File: src/design/chop_detect_pkg.sv
package chop_detect_pkg;

   ////////////////////////////////////////////////////////////////////////////
   // Register map and field layout.
   localparam int         ADDR_W       = 4;
   localparam int         REG_W        = 16;
   localparam logic [3:0] SPARE_OFS    = 4'h5;
   localparam logic [3:0] CFG_OFS      = 4'h6;
   localparam logic [3:0] TH_UP_OFS    = 4'h7;
   localparam logic [3:0] TH_LO_OFS    = 4'h8;
   localparam logic [3:0] IRQ_STAT_OFS = 4'hC;
   localparam logic [3:0] IRQ_EN_OFS   = 4'hD;
   localparam logic [3:0] IRQ_CLR_OFS  = 4'hE;

   localparam logic [15:0] CFG_RST     = 16'h0600;
   localparam logic [15:0] CFG_MASK    = 16'h1FFF;
   localparam logic [15:0] TH_RST      = 16'h0000;
   localparam logic [15:0] TH_LO_MASK  = 16'hFF00;
   localparam int          DLY_MSB     = 12;
   localparam int          DLY_LSB     = 9;
   localparam int          CHOP_EN_BIT = 8;
   localparam int          ALLCH_BIT   = 7;
   localparam int          NUM_MSB     = 6;
   localparam int          NUM_LSB     = 4;
   localparam int          LEN_MSB     = 3;
   localparam int          LEN_LSB     = 1;
   localparam int          DET_EN_BIT  = 0;
   localparam int          TH_LO_MSB   = 15;
   localparam int          TH_LO_LSB   = 8;

   // Interrupt status bits.
   localparam int         IRQ_W        = 3;
   localparam int         IRQ_DETECT   = 0;
   localparam int         IRQ_MEAS     = 1;
   localparam int         IRQ_SETTLED  = 2;
   localparam logic [2:0] IRQ_RST      = 3'h0;

   // Counter widths: settling in modulator periods, window in conversion periods, exceedances.
   localparam int SETTLE_W = 17;
   localparam int LEN_W    = 12;
   localparam int EXC_W    = 8;

   typedef enum logic [1:0] {
      CD_IDLE = 2'b01,
      CD_MEAS = 2'b10
   } detect_state_t;

   // Settling delay of 2^(code+1) modulator periods.
   function automatic logic [SETTLE_W-1:0] settle_len(input logic [3:0] code);
      settle_len = SETTLE_W'(17'h00002 << code);
   endfunction : settle_len

   // Measurement length in conversion periods.
   function automatic logic [LEN_W-1:0] meas_len(input logic [2:0] code);
      case (code)
         3'h0:    meas_len = 12'h080;
         3'h1:    meas_len = 12'h100;
         3'h2:    meas_len = 12'h200;
         3'h3:    meas_len = 12'h300;
         3'h4:    meas_len = 12'h500;
         3'h5:    meas_len = 12'h700;
         3'h6:    meas_len = 12'hA00;
         default: meas_len = 12'hE00;
      endcase
   endfunction : meas_len

   // Exceedances needed for a detection, 2^code.
   function automatic logic [EXC_W:0] exc_target(input logic [2:0] code);
      exc_target = (EXC_W+1)'(9'h001 << code);
   endfunction : exc_target

endpackage : chop_detect_pkg

File: src/design/chop_settle_timer.sv
module chop_settle_timer
   import chop_detect_pkg::*;
(
   input  wire logic       mclk_i,
   input  wire logic       reset_i,
   input  wire logic       ce_i,
   input  wire logic       start_i,
   input  wire logic       mod_tick_i,
   input  wire logic [3:0] dly_code_i,
   output logic            settling_o,
   output logic            done_o
);

   logic [SETTLE_W-1:0] cnt_r;
   logic [SETTLE_W-1:0] cnt_nxt;
   logic                done_r;
   wire                 last_w = mod_tick_i && (cnt_r == SETTLE_W'(1));

   ////////////////////////////////////////////////////////////////////////////
   // A start loads the delay; each modulator tick counts one period down.
   always_comb begin
      cnt_nxt = cnt_r;
      if (start_i) begin
         cnt_nxt = settle_len(dly_code_i);
      end else if (mod_tick_i && cnt_r != '0) begin
         cnt_nxt = cnt_r - SETTLE_W'(1);
      end
   end

   always_ff @(posedge mclk_i or posedge reset_i) begin
      if (reset_i) begin
         cnt_r  <= '0;
         done_r <= 1'b0;
      end else if (ce_i) begin
         cnt_r  <= cnt_nxt;
         done_r <= last_w && !start_i;
      end
   end

   assign settling_o = (cnt_r != '0);
   assign done_o     = done_r && ce_i;

   ////////////////////////////////////////////////////////////////////////////
   // Helper: ticks seen since the last start, and the delay then chosen.
   logic [SETTLE_W:0]   seen_r;
   logic [SETTLE_W-1:0] want_r;
   always_ff @(posedge mclk_i or posedge reset_i) begin
      if (reset_i) begin
         seen_r <= '0;
         want_r <= '0;
      end else if (ce_i) begin
         if (start_i) begin
            seen_r <= '0;
            want_r <= settle_len(dly_code_i);
         end else if (mod_tick_i && settling_o) begin
            seen_r <= seen_r + (SETTLE_W+1)'(1);
         end
      end
   end
endmodule : chop_settle_timer

File: src/design/chop_detect_config.sv
// Operation
// - Chop waits 2^(code+1) modulator periods before measuring; default 16.
// - Global chop runs only while chop enable bit 8 is one; reset zero.
// - Bit 7 zero: any channel exceeding triggers; one: all channels must.
// - Detection signalled once exceedance count reaches 2^code, code in bits 6:4.
// - Measurement spans 128 to 3584 conversion periods, code in bits 3:1.
// - Configuration word resets to 0600h, delay code 0011b in bits 12:9.
// - Threshold is 24 bits: upper word plus bits 15:8 of next word.
module chop_detect_config
   import chop_detect_pkg::*;
#(
   parameter int CH_NUM = 2,
   parameter int DATA_W = 24
)(
   input  wire logic                     mclk_i,
   input  wire logic                     reset_i,
   input  wire logic                     ce_i,
   input  wire logic [ADDR_W-1:0]        addr_i,
   input  wire logic [REG_W-1:0]         wdata_i,
   input  wire logic                     wr_i,
   input  wire logic                     rd_i,
   output logic      [REG_W-1:0]         rdata_o,
   input  wire logic                     mod_tick_i,
   input  wire logic                     conv_tick_i,
   input  wire logic                     chop_start_i,
   input  wire logic [CH_NUM*DATA_W-1:0] ch_data_i,
   output logic                          chop_active_o,
   output logic                          measure_ok_o,
   output logic                          detect_o,
   output logic                          irq_o
);

   ////////////////////////////////////////////////////////////////////////////
   // Elaboration checks.
   if (CH_NUM < 1 || DATA_W != 24) begin : g_bad_param
      $error("Unsupported channel count or sample width.");
   end

   ////////////////////////////////////////////////////////////////////////////
   // Register decode.
   wire wr_cfg_w   = ce_i && wr_i && (addr_i == CFG_OFS);
   wire wr_thu_w   = ce_i && wr_i && (addr_i == TH_UP_OFS);
   wire wr_thl_w   = ce_i && wr_i && (addr_i == TH_LO_OFS);
   wire wr_en_w    = ce_i && wr_i && (addr_i == IRQ_EN_OFS);
   wire wr_clr_w   = ce_i && wr_i && (addr_i == IRQ_CLR_OFS);

   logic [REG_W-1:0] cfg_r;
   logic [REG_W-1:0] th_up_r;
   logic [REG_W-1:0] th_lo_r;
   logic [IRQ_W-1:0] irq_stat_r;
   logic [IRQ_W-1:0] irq_en_r;
   logic [REG_W-1:0] rdata_r;
   logic [REG_W-1:0] rd_mux_w;

   // Fields of the configuration word.
   wire       chop_enable                  = cfg_r[CHOP_EN_BIT];
   wire [3:0] chop_settle_delay            = cfg_r[DLY_MSB:DLY_LSB];
   wire       detect_all_channels_required = cfg_r[ALLCH_BIT];
   wire [2:0] detect_exceed_count          = cfg_r[NUM_MSB:NUM_LSB];
   wire [2:0] detect_measure_length        = cfg_r[LEN_MSB:LEN_LSB];
   wire       detect_mode_enable           = cfg_r[DET_EN_BIT];

   // Reserved bits are not stored, so they always read as zero.
   always_ff @(posedge mclk_i or posedge reset_i) begin
      if (reset_i) begin
         cfg_r   <= CFG_RST;
         th_up_r <= TH_RST;
         th_lo_r <= TH_RST;
      end else begin
         if (wr_cfg_w) cfg_r <= wdata_i & CFG_MASK;
         if (wr_thu_w) th_up_r <= wdata_i;
         if (wr_thl_w) th_lo_r <= wdata_i & TH_LO_MASK;
      end
   end

   // Read selection; the spare word and unmapped offsets read zero.
   assign rd_mux_w =
      (addr_i == CFG_OFS)      ? cfg_r :
      (addr_i == TH_UP_OFS)    ? th_up_r :
      (addr_i == TH_LO_OFS)    ? th_lo_r :
      (addr_i == IRQ_STAT_OFS) ? REG_W'(irq_stat_r) :
      (addr_i == IRQ_EN_OFS)   ? REG_W'(irq_en_r) : '0;

   // Read data stand for the one cycle after the strobe.
   always_ff @(posedge mclk_i or posedge reset_i) begin
      if (reset_i) begin
         rdata_r <= '0;
      end else if (ce_i) begin
         rdata_r <= rd_i ? rd_mux_w : '0;
      end
   end
   assign rdata_o = rdata_r;

   ////////////////////////////////////////////////////////////////////////////
   // Global chop settling.
   logic settling_w;
   logic settled_w;
   chop_settle_timer u_settle (
      .mclk_i     (mclk_i),
      .reset_i    (reset_i),
      .ce_i       (ce_i),
      .start_i    (chop_start_i && chop_enable),
      .mod_tick_i (mod_tick_i),
      .dly_code_i (chop_settle_delay),
      .settling_o (settling_w),
      .done_o     (settled_w)
   );

   // Measurement is held off only while chop runs and settles.
   assign chop_active_o = chop_enable;
   assign measure_ok_o  = !(chop_enable && settling_w);

   ////////////////////////////////////////////////////////////////////////////
   // Threshold compare per channel.
   wire [DATA_W-1:0] threshold_w = {th_up_r, th_lo_r[TH_LO_MSB:TH_LO_LSB]};
   logic [CH_NUM-1:0] exceed_w;

   for (genvar c = 0; c < CH_NUM; c++) begin : g_ch
      wire [DATA_W-1:0] smp_w = ch_data_i[c*DATA_W +: DATA_W];
      wire [DATA_W-1:0] mag_w = smp_w[DATA_W-1] ? DATA_W'(-smp_w) : smp_w;
      assign exceed_w[c] = (mag_w > threshold_w);
   end

   // Trigger condition: any channel or every channel.
   wire hit_w = detect_all_channels_required ? (&exceed_w) : (|exceed_w);
   wire sample_w = ce_i && conv_tick_i && measure_ok_o;

   ////////////////////////////////////////////////////////////////////////////
   // Current-detect sequencer.
   detect_state_t    state_r;
   detect_state_t    state_nxt;
   logic [LEN_W-1:0] conv_r;
   logic [LEN_W-1:0] conv_nxt;
   logic [EXC_W:0]   exc_r;
   logic [EXC_W:0]   exc_nxt;
   logic             fired_r;
   logic             fired_nxt;
   logic             detect_nxt;
   logic             meas_done_w;

   wire [EXC_W:0]   target_w = exc_target(detect_exceed_count);
   wire [LEN_W-1:0] len_w    = meas_len(detect_measure_length);

   always_comb begin
      state_nxt   = state_r;
      conv_nxt    = conv_r;
      exc_nxt     = exc_r;
      fired_nxt   = fired_r;
      detect_nxt  = 1'b0;
      meas_done_w = 1'b0;
      case (state_r)
         CD_IDLE: begin
            conv_nxt  = '0;
            exc_nxt   = '0;
            fired_nxt = 1'b0;
            if (detect_mode_enable) state_nxt = CD_MEAS;
         end
         CD_MEAS: begin
            if (!detect_mode_enable) begin
               state_nxt = CD_IDLE;
            end else if (sample_w) begin
               if (hit_w && exc_r != target_w) exc_nxt = exc_r + (EXC_W+1)'(1);
               if (hit_w && !fired_r && exc_r + (EXC_W+1)'(1) == target_w) begin
                  detect_nxt = 1'b1;
                  fired_nxt  = 1'b1;
               end
               if (conv_r == len_w - LEN_W'(1)) begin
                  meas_done_w = 1'b1;
                  conv_nxt    = '0;
                  exc_nxt     = '0;
                  fired_nxt   = 1'b0;
               end else begin
                  conv_nxt = conv_r + LEN_W'(1);
               end
            end
         end
         default: state_nxt = CD_IDLE;
      endcase
   end

   always_ff @(posedge mclk_i or posedge reset_i) begin
      if (reset_i) begin
         state_r  <= CD_IDLE;
         conv_r   <= '0;
         exc_r    <= '0;
         fired_r  <= 1'b0;
         detect_o <= 1'b0;
      end else if (ce_i) begin
         state_r  <= state_nxt;
         conv_r   <= conv_nxt;
         exc_r    <= exc_nxt;
         fired_r  <= fired_nxt;
         detect_o <= detect_nxt;
      end
   end

   ////////////////////////////////////////////////////////////////////////////
   // Helper: samples and hits counted since the window opened. They are kept
   // apart from the sequencer so that the checks below do not lean on its counters.
   logic [LEN_W:0] win_seen_r;
   logic [LEN_W:0] hit_seen_r;
   wire            win_step_w = (state_r == CD_MEAS) && detect_mode_enable && sample_w;

   always_ff @(posedge mclk_i or posedge reset_i) begin
      if (reset_i) begin
         win_seen_r <= '0;
         hit_seen_r <= '0;
      end else if (ce_i) begin
         if (state_r != CD_MEAS || meas_done_w) begin
            win_seen_r <= '0;
            hit_seen_r <= '0;
         end else if (win_step_w) begin
            win_seen_r <= win_seen_r + (LEN_W+1)'(1);
            if (hit_w) hit_seen_r <= hit_seen_r + (LEN_W+1)'(1);
         end
      end
   end

   ////////////////////////////////////////////////////////////////////////////
   // Interrupts: sticky status, set wins over a clear in the same cycle.
   wire [IRQ_W-1:0] irq_set_w = {settled_w, meas_done_w, ce_i && detect_nxt};
   wire [IRQ_W-1:0] irq_clr_w = wr_clr_w ? wdata_i[IRQ_W-1:0] : '0;

   always_ff @(posedge mclk_i or posedge reset_i) begin
      if (reset_i) begin
         irq_stat_r <= IRQ_RST;
         irq_en_r   <= IRQ_RST;
      end else begin
         irq_stat_r <= (irq_stat_r & ~irq_clr_w) | irq_set_w;
         if (wr_en_w) irq_en_r <= wdata_i[IRQ_W-1:0];
      end
   end
   assign irq_o = |(irq_stat_r & irq_en_r);
endmodule : chop_detect_config

File: config.mk
export PLATFORM = sky130hd
export DESIGN_NAME = chop_detect_config
export DESIGN_NICKNAME = d
export VERILOG_FILES = /design/src/design/chop_detect_pkg.sv /design/src/design/chop_settle_timer.sv /design/src/design/chop_detect_config.sv
export SDC_FILE = /design/constraint.sdc
export NUM_CORES = 1
export LEC_CHECK = 0
export ABC_AREA = 1
export BUFFER_PORTS_ARGS = -buffer_cell sky130_fd_sc_hd__buf_2
export CAP_MARGIN = 20
export CELL_PAD_IN_SITES_DETAIL_PLACEMENT = 0
export CELL_PAD_IN_SITES_GLOBAL_PLACEMENT = 1
export CORE_MARGIN = 3
export CORE_UTILIZATION = 46
export DETAILED_ROUTE_END_ITERATION = 8
export GPL_TIMING_DRIVEN = 0
export PLACE_DENSITY = 0.92
export REMOVE_ABC_BUFFERS = 1
export SYNTH_ARGS = -nofsm -noshare
export SYNTH_HDL_FRONTEND = slang
export SYNTH_SLANG_ARGS = --single-unit
File: constraint.sdc
create_clock -name mclk_i -period 5.25 [get_ports mclk_i]
set_clock_uncertainty 0.05 [all_clocks]
set_input_delay 0 -clock mclk_i [delete_from_list [all_inputs] [get_ports mclk_i]]
set_output_delay 0 -clock mclk_i [all_outputs]
set_load 0.03 [all_outputs]
Word-level counts from Yosys, hierarchy flattened
Cells that the tools add are included.
{"block": "totals", "reg_bits": 102, "latch_bits": 0, "ramBits": 0, "rom_bits": 0, "in_bits": 76, "output_inout_bits": 20, "elab_cells": 122, "mem_count": 0}
{"block": "classes", "n_addsub": 6, "mul": 0, "div": 0, "n_lt_le_gt_ge": 2, "n_eq_ne": 24, "shifts": 2, "mux": 38, "bitwise": 4, "reduce_logical": 33}
{"op": "$pmux W12 S7", "count": 1}
{"op": "$mux W16", "count": 4}
{"op": "$gt A24 B24 Y1", "count": 2}
{"op": "$mux W24", "count": 2}
{"op": "$neg A24 Y24", "count": 2}
{"op": "$mux W12", "count": 3}
{"op": "$mux W9", "count": 4}
{"op": "$mux W17", "count": 2}
{"op": "$pmux W12 S2", "count": 1}
{"op": "$logic_and A1 B1 Y1", "count": 18}
{"op": "$pmux W9 S2", "count": 1}
{"op": "$eq A17 B1 Y1 const B", "count": 1}
{"op": "$reduce_bool A17 Y1", "count": 1}
{"op": "$shl A2 B4 Y17 const A", "count": 1}
{"op": "$sub A17 B1 Y17 const B", "count": 1}
{"op": "$eq A4 B4 Y1 const B", "count": 4}
{"op": "$mux W1", "count": 13}
{"op": "$add A12 B1 Y12 const B", "count": 1}
{"op": "$eq A12 B12 Y1", "count": 1}
{"op": "$sub A12 B1 Y12 const B", "count": 1}
{"op": "$reduce_and A5 Y1", "count": 2}
{"op": "$add A9 B1 Y9 const B", "count": 1}
{"op": "$eq A3 B3 Y1 const B", "count": 3}
{"op": "$eq A9 B9 Y1", "count": 1}
{"op": "other kinds (24)", "count": 38}

Depth between registers and ports, before layout
Gate-level depths: netlist of run 1.
{"block": "logic_depth", "ltp_word": 13, "ltp_mapped": 25, "mapped_depth_nobuf": 25}

Cells and area by module
From an unflattened synthesis of run 1, not the netlist that was laid out.
{"block": "hier_totals", "cells_unflattened": 1102, "hier_area_um2": 7978.9}
{"module": "chop_detect_config", "n_inst": 1, "cells_per_inst": 892, "area_per_inst_um2": 6566.3, "seq_area_each_um2": 2105.8}
{"module": "chop_settle_timer", "n_inst": 1, "cells_per_inst": 210, "area_per_inst_um2": 1412.6, "seq_area_each_um2": 450.4}

Least setup slack after synthesis of run 1
OpenSTA, ideal clock, no wires.
{"block": "synth_path", "kind": "input port to flip-flop", "startpoint": "input ch_data_i[24]", "endpoint": "register fired_r", "setup_time_ns": 0.077, "arrival_ns": 2.542, "t_required_ns": 5.123, "path_slack_ns": 2.580, "path_stages": 24, "path_buffers": 1, "cell_sequence": "inv_1 ha_1 nand3_1 nor2_1 nand2_1 nor3_2 nand2_1 o21ai_2 o21ai_0 xor2_1 ha_1 nand2_1 nor2_1 nand2_1 nor2_1 nand2_1 nand3_1 nand2_1 nand2_1 nand2_1 nand2_1 buf_2 nand3_1 a21oi_1"}
{"block": "synth_between", "elab_chain_len": 9, "elab_cells_between_ends": 10, "cone_classes": "add/sub: 1; order compare: 1; eq/ne: 1; mux: 2; reduce/logical: 5"}
{"item": "from (decl)", "line_no": "chop_detect_config.sv:26", "text": "input wire logic [CH_NUM*DATA_W-1:0] ch_data_i,"}
{"item": "$neg A24 Y24", "line_no": "chop_detect_config.sv:120", "text": "wire [DATA_W-1:0] mag_w = smp_w[DATA_W-1] ? DATA_W'(-smp_w) : smp_w;"}
{"item": "$mux W24 (*)", "line_no": "chop_detect_config.sv:120"}
{"item": "$gt A24 B24 Y1 (*)", "line_no": "chop_detect_config.sv:121", "text": "assign exceed_w[c] = (mag_w > threshold_w);"}
{"item": "$reduce_or A2 Y1 / $reduce_and A2 Y1 (equally long branches)", "line_no": "chop_detect_config.sv:125", "text": "wire hit_w = detect_all_channels_required ? (&exceed_w) : (|exceed_w);"}
{"item": "$mux W1 (*)", "line_no": "chop_detect_config.sv:125"}
{"item": "$logic_and A1 B1 Y1 (*) (2 in series)", "line_no": "chop_detect_config.sv:163", "text": "if (hit_w && !fired_r && exc_r + (EXC_W+1)'(1) == target_w) begin"}
{"item": "$ne A3 B3 Y1 (no line) (*)"}
{"item": "$reduce_and A5 Y1 (no line) (*)"}
{"item": "to (signal assigned)", "line_no": "chop_detect_config.sv:192", "text": "fired_r <= fired_nxt;"}
{"item": "to (decl)", "line_no": "chop_detect_config.sv:136", "text": "logic fired_r;"}
Mark *: on every way between the ends. The rest lies on a longest branch, timed or not.
A chain may end at the register's enable or synchronous reset.

Worst setup path in the final report of run 1
{"block": "layout_path", "startpoint": "input ch_data_i[0]", "endpoint": "register exc_r[4]"}
{"block": "layout_between", "elab_chain_len": 8, "elab_cells_between_ends": 9, "cone_classes": "add/sub: 1; order compare: 1; eq/ne: 1; mux: 2; reduce/logical: 4"}
{"item": "$neg A24 Y24", "line_no": "chop_detect_config.sv:120"}
{"item": "$mux W24 (*)", "line_no": "chop_detect_config.sv:120"}
{"item": "$gt A24 B24 Y1 (*)", "line_no": "chop_detect_config.sv:121"}
{"item": "$reduce_or A2 Y1 / $reduce_and A2 Y1 (equally long branches)", "line_no": "chop_detect_config.sv:125"}
{"item": "$mux W1 (*)", "line_no": "chop_detect_config.sv:125"}
{"item": "$logic_and A1 B1 Y1 (*)", "line_no": "chop_detect_config.sv:162", "text": "if (hit_w && exc_r != target_w) exc_nxt = exc_r + (EXC_W+1)'(1);"}
{"item": "$ne A3 B3 Y1 (no line) (*)"}
{"item": "$reduce_and A5 Y1 (no line) (*)"}
{"item": "to (signal assigned)", "line_no": "chop_detect_config.sv:191", "text": "exc_r <= exc_nxt;"}
{"item": "to (decl)", "line_no": "chop_detect_config.sv:134", "text": "logic [EXC_W:0] exc_r;"}
Marked as above.

==> metrics.cfg, run 1 <==
[outcome]
status=finished clean

[grt]
grt_antenna_before_repair=0
grt_pass1_wl_mm=33.1
grt.total_usage_pct=22.2
grt_pass1_vias=6925
grt_max_degree=53
grt_overflow=0

[timing]
holdWs_ns=0.0442
rsz0062_at_grt=no
max_slew_margin_pct=39.0
report.final.hold_viol_count=0
setup_viol=0
fmaxAchievable_mhz=302
timing.setup.tns_ns=0
worstMarginPinSlew_ns=0.913
layout_min_cycle_time_ns=3.31
drv_slew=0
period_share_pct=63.1

[synthesis]
async_flop_share_pct=100
synth_edf_count=0
ys_top_cells_by_area=dfrtp_1, nand2_1, ha_1, inv_1, o21ai_0
syn_inst=1079
synth_ff_type=dfrtp_1
yosysMostFrequentCell=nand2_1
syn_avg_cell_area_um2=7.18
yosysSeqAreaShare_pct=33.0
yosys.area.top_type_share_pct=32.0
yosysWarnings=0
netlist_top_cells_count=nand2_1, inv_1, o21ai_0
synthesis.area_mm2=0.00775
ys_ff_latch=102
synth.distinct_cells=50
yosysTopAreaCell=dfrtp_1

[layout]
drive_above_1_share_pct=12.0
n_antenna_cell=0
area_delta_synth_final_pct=14.8
fin_nets=1313
fill_cells=1577

[die]
dieArea_mm2=0.0184
core_mm2=0.0162
die_height_um=136
num_io_pins=96
rows=46
die_x_um=136
initial_utilization_pct=47.9

[power_and_ir_drop]
seqPwrFrac_pct=39.0
power_frac_comb_pct=35.6
ir_drop_uv=147
cellInternalPower_mw=1.64
p_switching_mw=1.02
p_clk_share_pct=25.4
leakagePower_nw=4.47
power_density_mw_per_mm2=299
switching_share_pct=38.4

[cts]
cts.sinks=102
cts-resized-gates=0
cts.reportedPaths.clkPinSlew_ns=0.07
htreeDepth=3
insertion_delay_ns=0.36
cts-root-buf=clkbuf_16
cts_buffers=9
cts_tree=done
clockBufferDepth=2

[setup_path]
start_kind=input port
worstPathArrival_ns=3.51
cp.required_ns=5.45
r2r_cells=13
endpoint_kind=flip-flop
rrSetupSlack_ns=2.76
crit_type=input port to flip-flop
reg2reg_from=cfg_r[3]
rr_endpoint=conv_r[5]
path_max_fanout=11

[detailed_routing]
via_per_inst=5.18
drcViolationCount=0
antenna_left=0
wl_mm=19.7
first_iter_violations=447
wl_per_cell_um=14.0
vias=7265
firstDrtPassIters=5

[placed_design]
gp_congestion=0.864
port-buffer-count=95
dpl.hpwl_mm=15.6

[min_path]
hold_start=mod_tick_i
min_to=u_settle.done_r
hold_class=input port to flip-flop
hold_depth=5

[run]
drv_cap=0

how the worst max path moves through the flow:
stage | from | endpoint | slack [ns]
floorplan | ch_data_i[24] | exc_r[0] | 2.52
finish | ch_data_i[0] | exc_r[4] | 1.94
global placement | reset_i | th_lo_r[13] | 1.23
CTS | ch_data_i[0] | exc_r[4] | 1.86
global route | ch_data_i[0] | exc_r[4] | 1.40
detailed placement | ch_data_i[0] | exc_r[4] | 1.48
layout make-up:
class                      count  area [µm²]  area share (%)
tap                          216         270            3.04
clock buffer                  11         233            2.62
timing repair buffer         115         693            7.79
inverter                     167         632            7.10
clock inverter                 5        57.6           0.647
sequential                   102        2560            28.7
multi-input combinational    787        4460            50.1
cells in the final DEF, fill, tap and decap left out, drive strengths merged, types with 4 or more instances in the layout:
master,n
nand2,248
inv,166
o21ai,111
nor2,100
dfrtp,99
buf,96
nand3,58
ha,55
xor2,46
a21oi,38
nor3,24
nand4,21
dlygate4sd3,19
xnor2,18
nor4,11
clkbuf,11
o22ai,9
a31oi,8
a22o,5
clkinv,5
a21o,4
a221oi,4
a32o,4
what timing repair did:
| item | 4_1_cts | 5_1_grt |
|---|---|---|
| hold endpoints to repair | 92 | 0 |
| setup endpoints to repair | 0 | 0 |
| setup buffers | 0 | 0 |
| hold buffers | 19 | 0 |
flip-flops by register name (all words and copies together), names as in the netlist:
signal and count:
fired_r 1, detect_o 1, exc_r 9, rdata_o 16
u_settle.done_r 1, th_up_r 16, u_settle.cnt_r 17, th_lo_r 8
cfg_r 13, irq_stat_r 3, conv_r 12, state_r 2
irq_en_r 3
metrics by stage:
stage | util, % | worst slack, ns | area [µm²] | power [mW] | std cells
floorplan | - | 2.52 | 7640 | 1.72 | 1056
global placement | 51.9 | 1.23 | 8390 | 1.96 | 1367
detailed placement | 52.0 | 1.48 | 8420 | 1.98 | 1368
CTS | 55.0 | 1.86 | 8900 | 2.67 | 1403
global route | 55.0 | 1.40 | 8900 | 2.89 | 1403
finish | 55.0 | 1.94 | 8900 | 2.66 | 1403
power by group through the flow:
stage | sequential [mW] | combinational (mW) | clock (mW)
6_report | 1.04 | 0.945 | 0.674
5_1_grt | 1.06 | 1.10 | 0.724
4_1_cts | 1.04 | 0.948 | 0.688
3_5_place_dp | 1.05 | 0.932 | 0
3_3_place_gp | 1.05 | 0.910 | 0
2_1_floorplan | 1.03 | 0.690 | 0
cells by family after synthesis:
logic type | after synthesis | share of synthesized area (%)
adders and majority gates | 55 | 8.88
and+or+nand+nor | 470 | 26.9
AOI/OAI and AO/OA | 198 | 14.5
buffers and inverters | 190 | 9.54
xor gates and xnor gates | 64 | 7.23
DFF | 102 | 33.0
worst max-delay path: stages:
cell	delay, ns
buf_2	0.09
inv_1	0.11
ha_1	0.19
nand2_1	0.09
nor2_1	0.21
nand3_1	0.14
nor4_1	0.36
nand2_1	0.11
nand2_1	0.13
xor2_1	0.19
inv_1	0.06
ha_1	0.29
nand4_1	0.10
nor2_1	0.16
nand3_1	0.13
a21oi_1	0.14
nor2_1	0.05
nor2_1	0.16
nand2_1	0.08
nand2_1	0.34
nand2_4	0.17
nand3_1	0.11
nand2_1	0.07
metal layers:
layer / GRT usage [%] / part of all wire [%] / up-vias
li1: - / - / 3753
met3: 4.22 / 4.8 / 30
met1: 32.3 / 50 / 3318
met5: 0 / 0 / -
met2: 34.1 / 44 / 164
met4: 6.05 / 2.1 / 0
(Power assumes the default switching activity.)
==> run 2, diff against run 1 <==
Settings changed: ABC_AREA 1 to 0, CORE_UTILIZATION 46 to 40, PLACE_DENSITY 0.92 to 0.83.
Clock period 5.25 ns to 2.9 ns, I/O delays scaled along.
==> metrics.cfg, run 2 <==
[setup_path]
cpMaxStageDelayCell=or4b_4
path_buf_inv=3  ; unchanged
r2r_cells=11  ; -2
crit_type=input port to flip-flop
crit_top_cell=or4_4
cp-startpoint=ch_data_i[24]
start_kind=input port
cp.depth=19  ; -17%
worstPathArrival_ns=4.54  ; +1.03 ns
cp.required_ns=3.14  ; -2.31 ns
crit_family=simple AND/OR/NAND/NOR gates
critPathMaxStageDelay_ns=0.51  ; +0.15 ns
reg2reg_from=th_up_r[11]
path_cells=buf_8 -> inv_4 -> ha_4 -> nand2b_4 -> or4_4 -> or2_4 -> or3_4 -> or4_4 -> o21a_1 -> xor2_1 -> ha_1 -> nand4_1 -> nor4_4 -> o31a_1 -> o21ai_2 -> maj3_2 -> buf_6 -> or4b_4 -> nand3_2
path_max_fanout=5  ; -6
endpoint_kind=flip-flop

[cts]
insertion_delay_ns=0.35  ; about the same
cts.reportedPaths.clkPinSlew_ns=0.07  ; about the same
cts_tree=done
cts_buffers=9  ; unchanged
clockBufferDepth=2  ; unchanged
cts-root-buf=clkbuf_16
cts.sinks=102  ; unchanged
htreeDepth=3  ; unchanged

[layout]
fin_area_mm2=0.00905  ; +1.7%
layout_common_cells=dfrtp_1, buf_2, nand2_1, o21ai_0, inv_1
layout_commonest_cell=dfrtp_1
largest_reg_flops=17  ; unchanged
multi_input_area_mm2=0.00481  ; +7.9%
stdcell_count=1226  ; -13%
seq_area_mm2=0.00256  ; unchanged
fin_util_pct=49.5  ; -5.5 points
area_delta_synth_final_pct=20.0
fin_nets=1123  ; -14%
n_antenna_cell=0  ; unchanged
drive_above_1_share_pct=20.0  ; +8.0 points
top_register=u_settle.cnt_r
fill_cells=1770  ; +12%

[synthesis]
synth_edf_count=0  ; unchanged
async_flop_share_pct=100  ; unchanged
yosysWarnings=0  ; unchanged
yosysTopAreaCell=dfrtp_1
synth_ff_type=dfrtp_1
yosys.area.top_type_share_pct=32.8  ; +0.89 points
synth.distinct_cells=70  ; +40%
ys_top_cells_by_area=dfrtp_1, ha_1, o21ai_0, xnor2_1, nand2_1
yosysSeqAreaShare_pct=33.9  ; +0.91 points
yosysMostFrequentCell=dfrtp_1
netlist_top_cells_count=dfrtp_1, o21ai_0, nand2_1
ys_ff_latch=102  ; unchanged
syn_avg_cell_area_um2=8.43  ; +17%
synthesis.area_mm2=0.00754  ; -2.7%
syn_inst=895  ; -17%

[timing]
rsz0062_at_grt=yes
drv_slew=0  ; unchanged
worstMarginPinSlew_ns=0.970  ; +0.0571 ns
report.final.hold_viol_count=0  ; unchanged
timing.setup.tns_ns=-15.89  ; -15.89 ns
max_slew_margin_pct=35.4  ; -3.7 points
setup_viol=12  ; +12
fmaxAchievable_mhz=233
period_share_pct=148
layout_min_cycle_time_ns=4.30
fin_ws_ns=-1.40  ; -3.34 ns

[detailed_routing]
antenna_left=0  ; unchanged
first_iter_violations=525  ; +17%
via_per_inst=5.68  ; +9.7%
vias=6966  ; -4.1%
drcViolationCount=0  ; unchanged
wl_mm=20.5  ; +4.1%
firstDrtPassIters=5  ; unchanged
wl_per_cell_um=16.7  ; +19%

[placed_design]
dpl-instance-area_mm2=0.00821  ; -2.5%
gp_congestion=0.874  ; +1.1%
dpl.hpwl_mm=15.2  ; -2.2%
port-buffer-count=95  ; unchanged
dpl.cell_count=1177  ; -14%

[die]
dieArea_mm2=0.0205  ; +11%
core_mm2=0.0183  ; +13%
die_x_um=143  ; +5.5%
initial_utilization_pct=41.3  ; -6.6 points
die_height_um=143  ; +5.5%
rows=49  ; +6.5%
num_io_pins=96  ; unchanged

[grt]
grt_antenna_before_repair=0  ; unchanged
grt_max_degree=65  ; +23%
grt_overflow=0  ; unchanged
grt.total_usage_pct=20.1  ; -2.2 points
grt_pass1_vias=6551  ; -5.4%
grt_pass1_wl_mm=33.5  ; +1.1%

[outcome]
violations=setup timing
status=finished, violations left

[power_and_ir_drop]
ir_drop_uv=274  ; +86%
leakagePower_nw=3.94  ; -12%
power_density_mw_per_mm2=547  ; +83%

[min_path]
hold_depth=4  ; -1
hold_start=mod_tick_i
hold_class=input port to flip-flop

[run]
drv_cap=0  ; unchanged

==> run 2: kinds of logic (layout without fill, tap and decap cells) <==
group | count (synthesis) | after routing | synth area share (%)
XOR/XNOR | 57 | 57 | 6.62
flip-flops | 102 | 102 | 33.9
adder cells (fa/ha/maj) | 56 | 56 | 9.26
AND/OR/NAND/NOR | 298 | 298 | 20.2
multiplexers | 22 | 22 | 3.22
AO/OA/AOI/OAI | 255 | 255 | 21.6
buffers and inverters | 105 | 207 | 5.23
==> run 2: layer usage <==
| layer | share of wire (%) | up-vias | track usage, % |
|---|---|---|---|
| met5 | 0 | - | 0 |
| met4 | 1.2 | 0 | 5.35 |
| met3 | 5.2 | 16 | 2.03 |
| met2 | 45 | 197 | 32.1 |
| met1 | 48 | 3311 | 29.2 |
| li1 | - | 3442 | - |
==> run 2: cell type report <==
class	instances	share of cell area, %
multi-input cells	688	53.1
flip-flops and latches	102	28.2
repair buffers	132	9.71
inverters	59	2.53
well taps	229	3.17
clock buffers	10	2.64
clock inverters	6	0.567
==> run 2: final timing paths <==
| path | end | slack, ns |
|---|---|---|
| max in group asynchronous | cfg_r[9] | 1.84 |
| worst max-delay path | exc_r[2] | -1.40 |
| worst min-delay path | u_settle.done_r | 0.04 |
| worst min register to register | conv_r[5] | 0.46 |
| min in group asynchronous | u_settle.cnt_r[14] | 0.21 |
| worst max register to register | exc_r[2] | -0.07 |
==> run 2: power by group <==
| group | switching [mW] | internal (mW) |
|---|---|---|
| registers | 0.264 | 1.67 |
| clock network | 0.576 | 0.619 |
| logic | 1.06 | 0.762 |
| total | 1.90 | 3.05 |
==> run 2: worst min-delay path: cells and delay by family <==
kind                   cells  cell delay, ns
and+or+nand+nor            2            0.17
muxes                      1            0.14
buffers and inverters      1            0.10
==> run 2: stage by stage <==
step | power, mW | setup WS [ns] | hold WS, ns
after global routing | 5.32 | -1.61 | 0.100
after CTS | 4.91 | -1.37 | 0.0359
after detailed placement | 3.60 | -2.50 | 0.0497
after floorplan | 3.05 | -1.66 | 0.0573
after global placement | 3.53 | -2.50 | 0.170
final | 4.95 | -1.40 | 0.0405
==> run 2: timing repair <==
action / CTS / global route
endpoints found under the hold margin: 83 / 0
resized for setup: 49 / 12
setup endpoints to repair: 35 / 35
setup buffers: 12 / 2
pin swaps: 16 / 3
hold buffers: 19 / 0
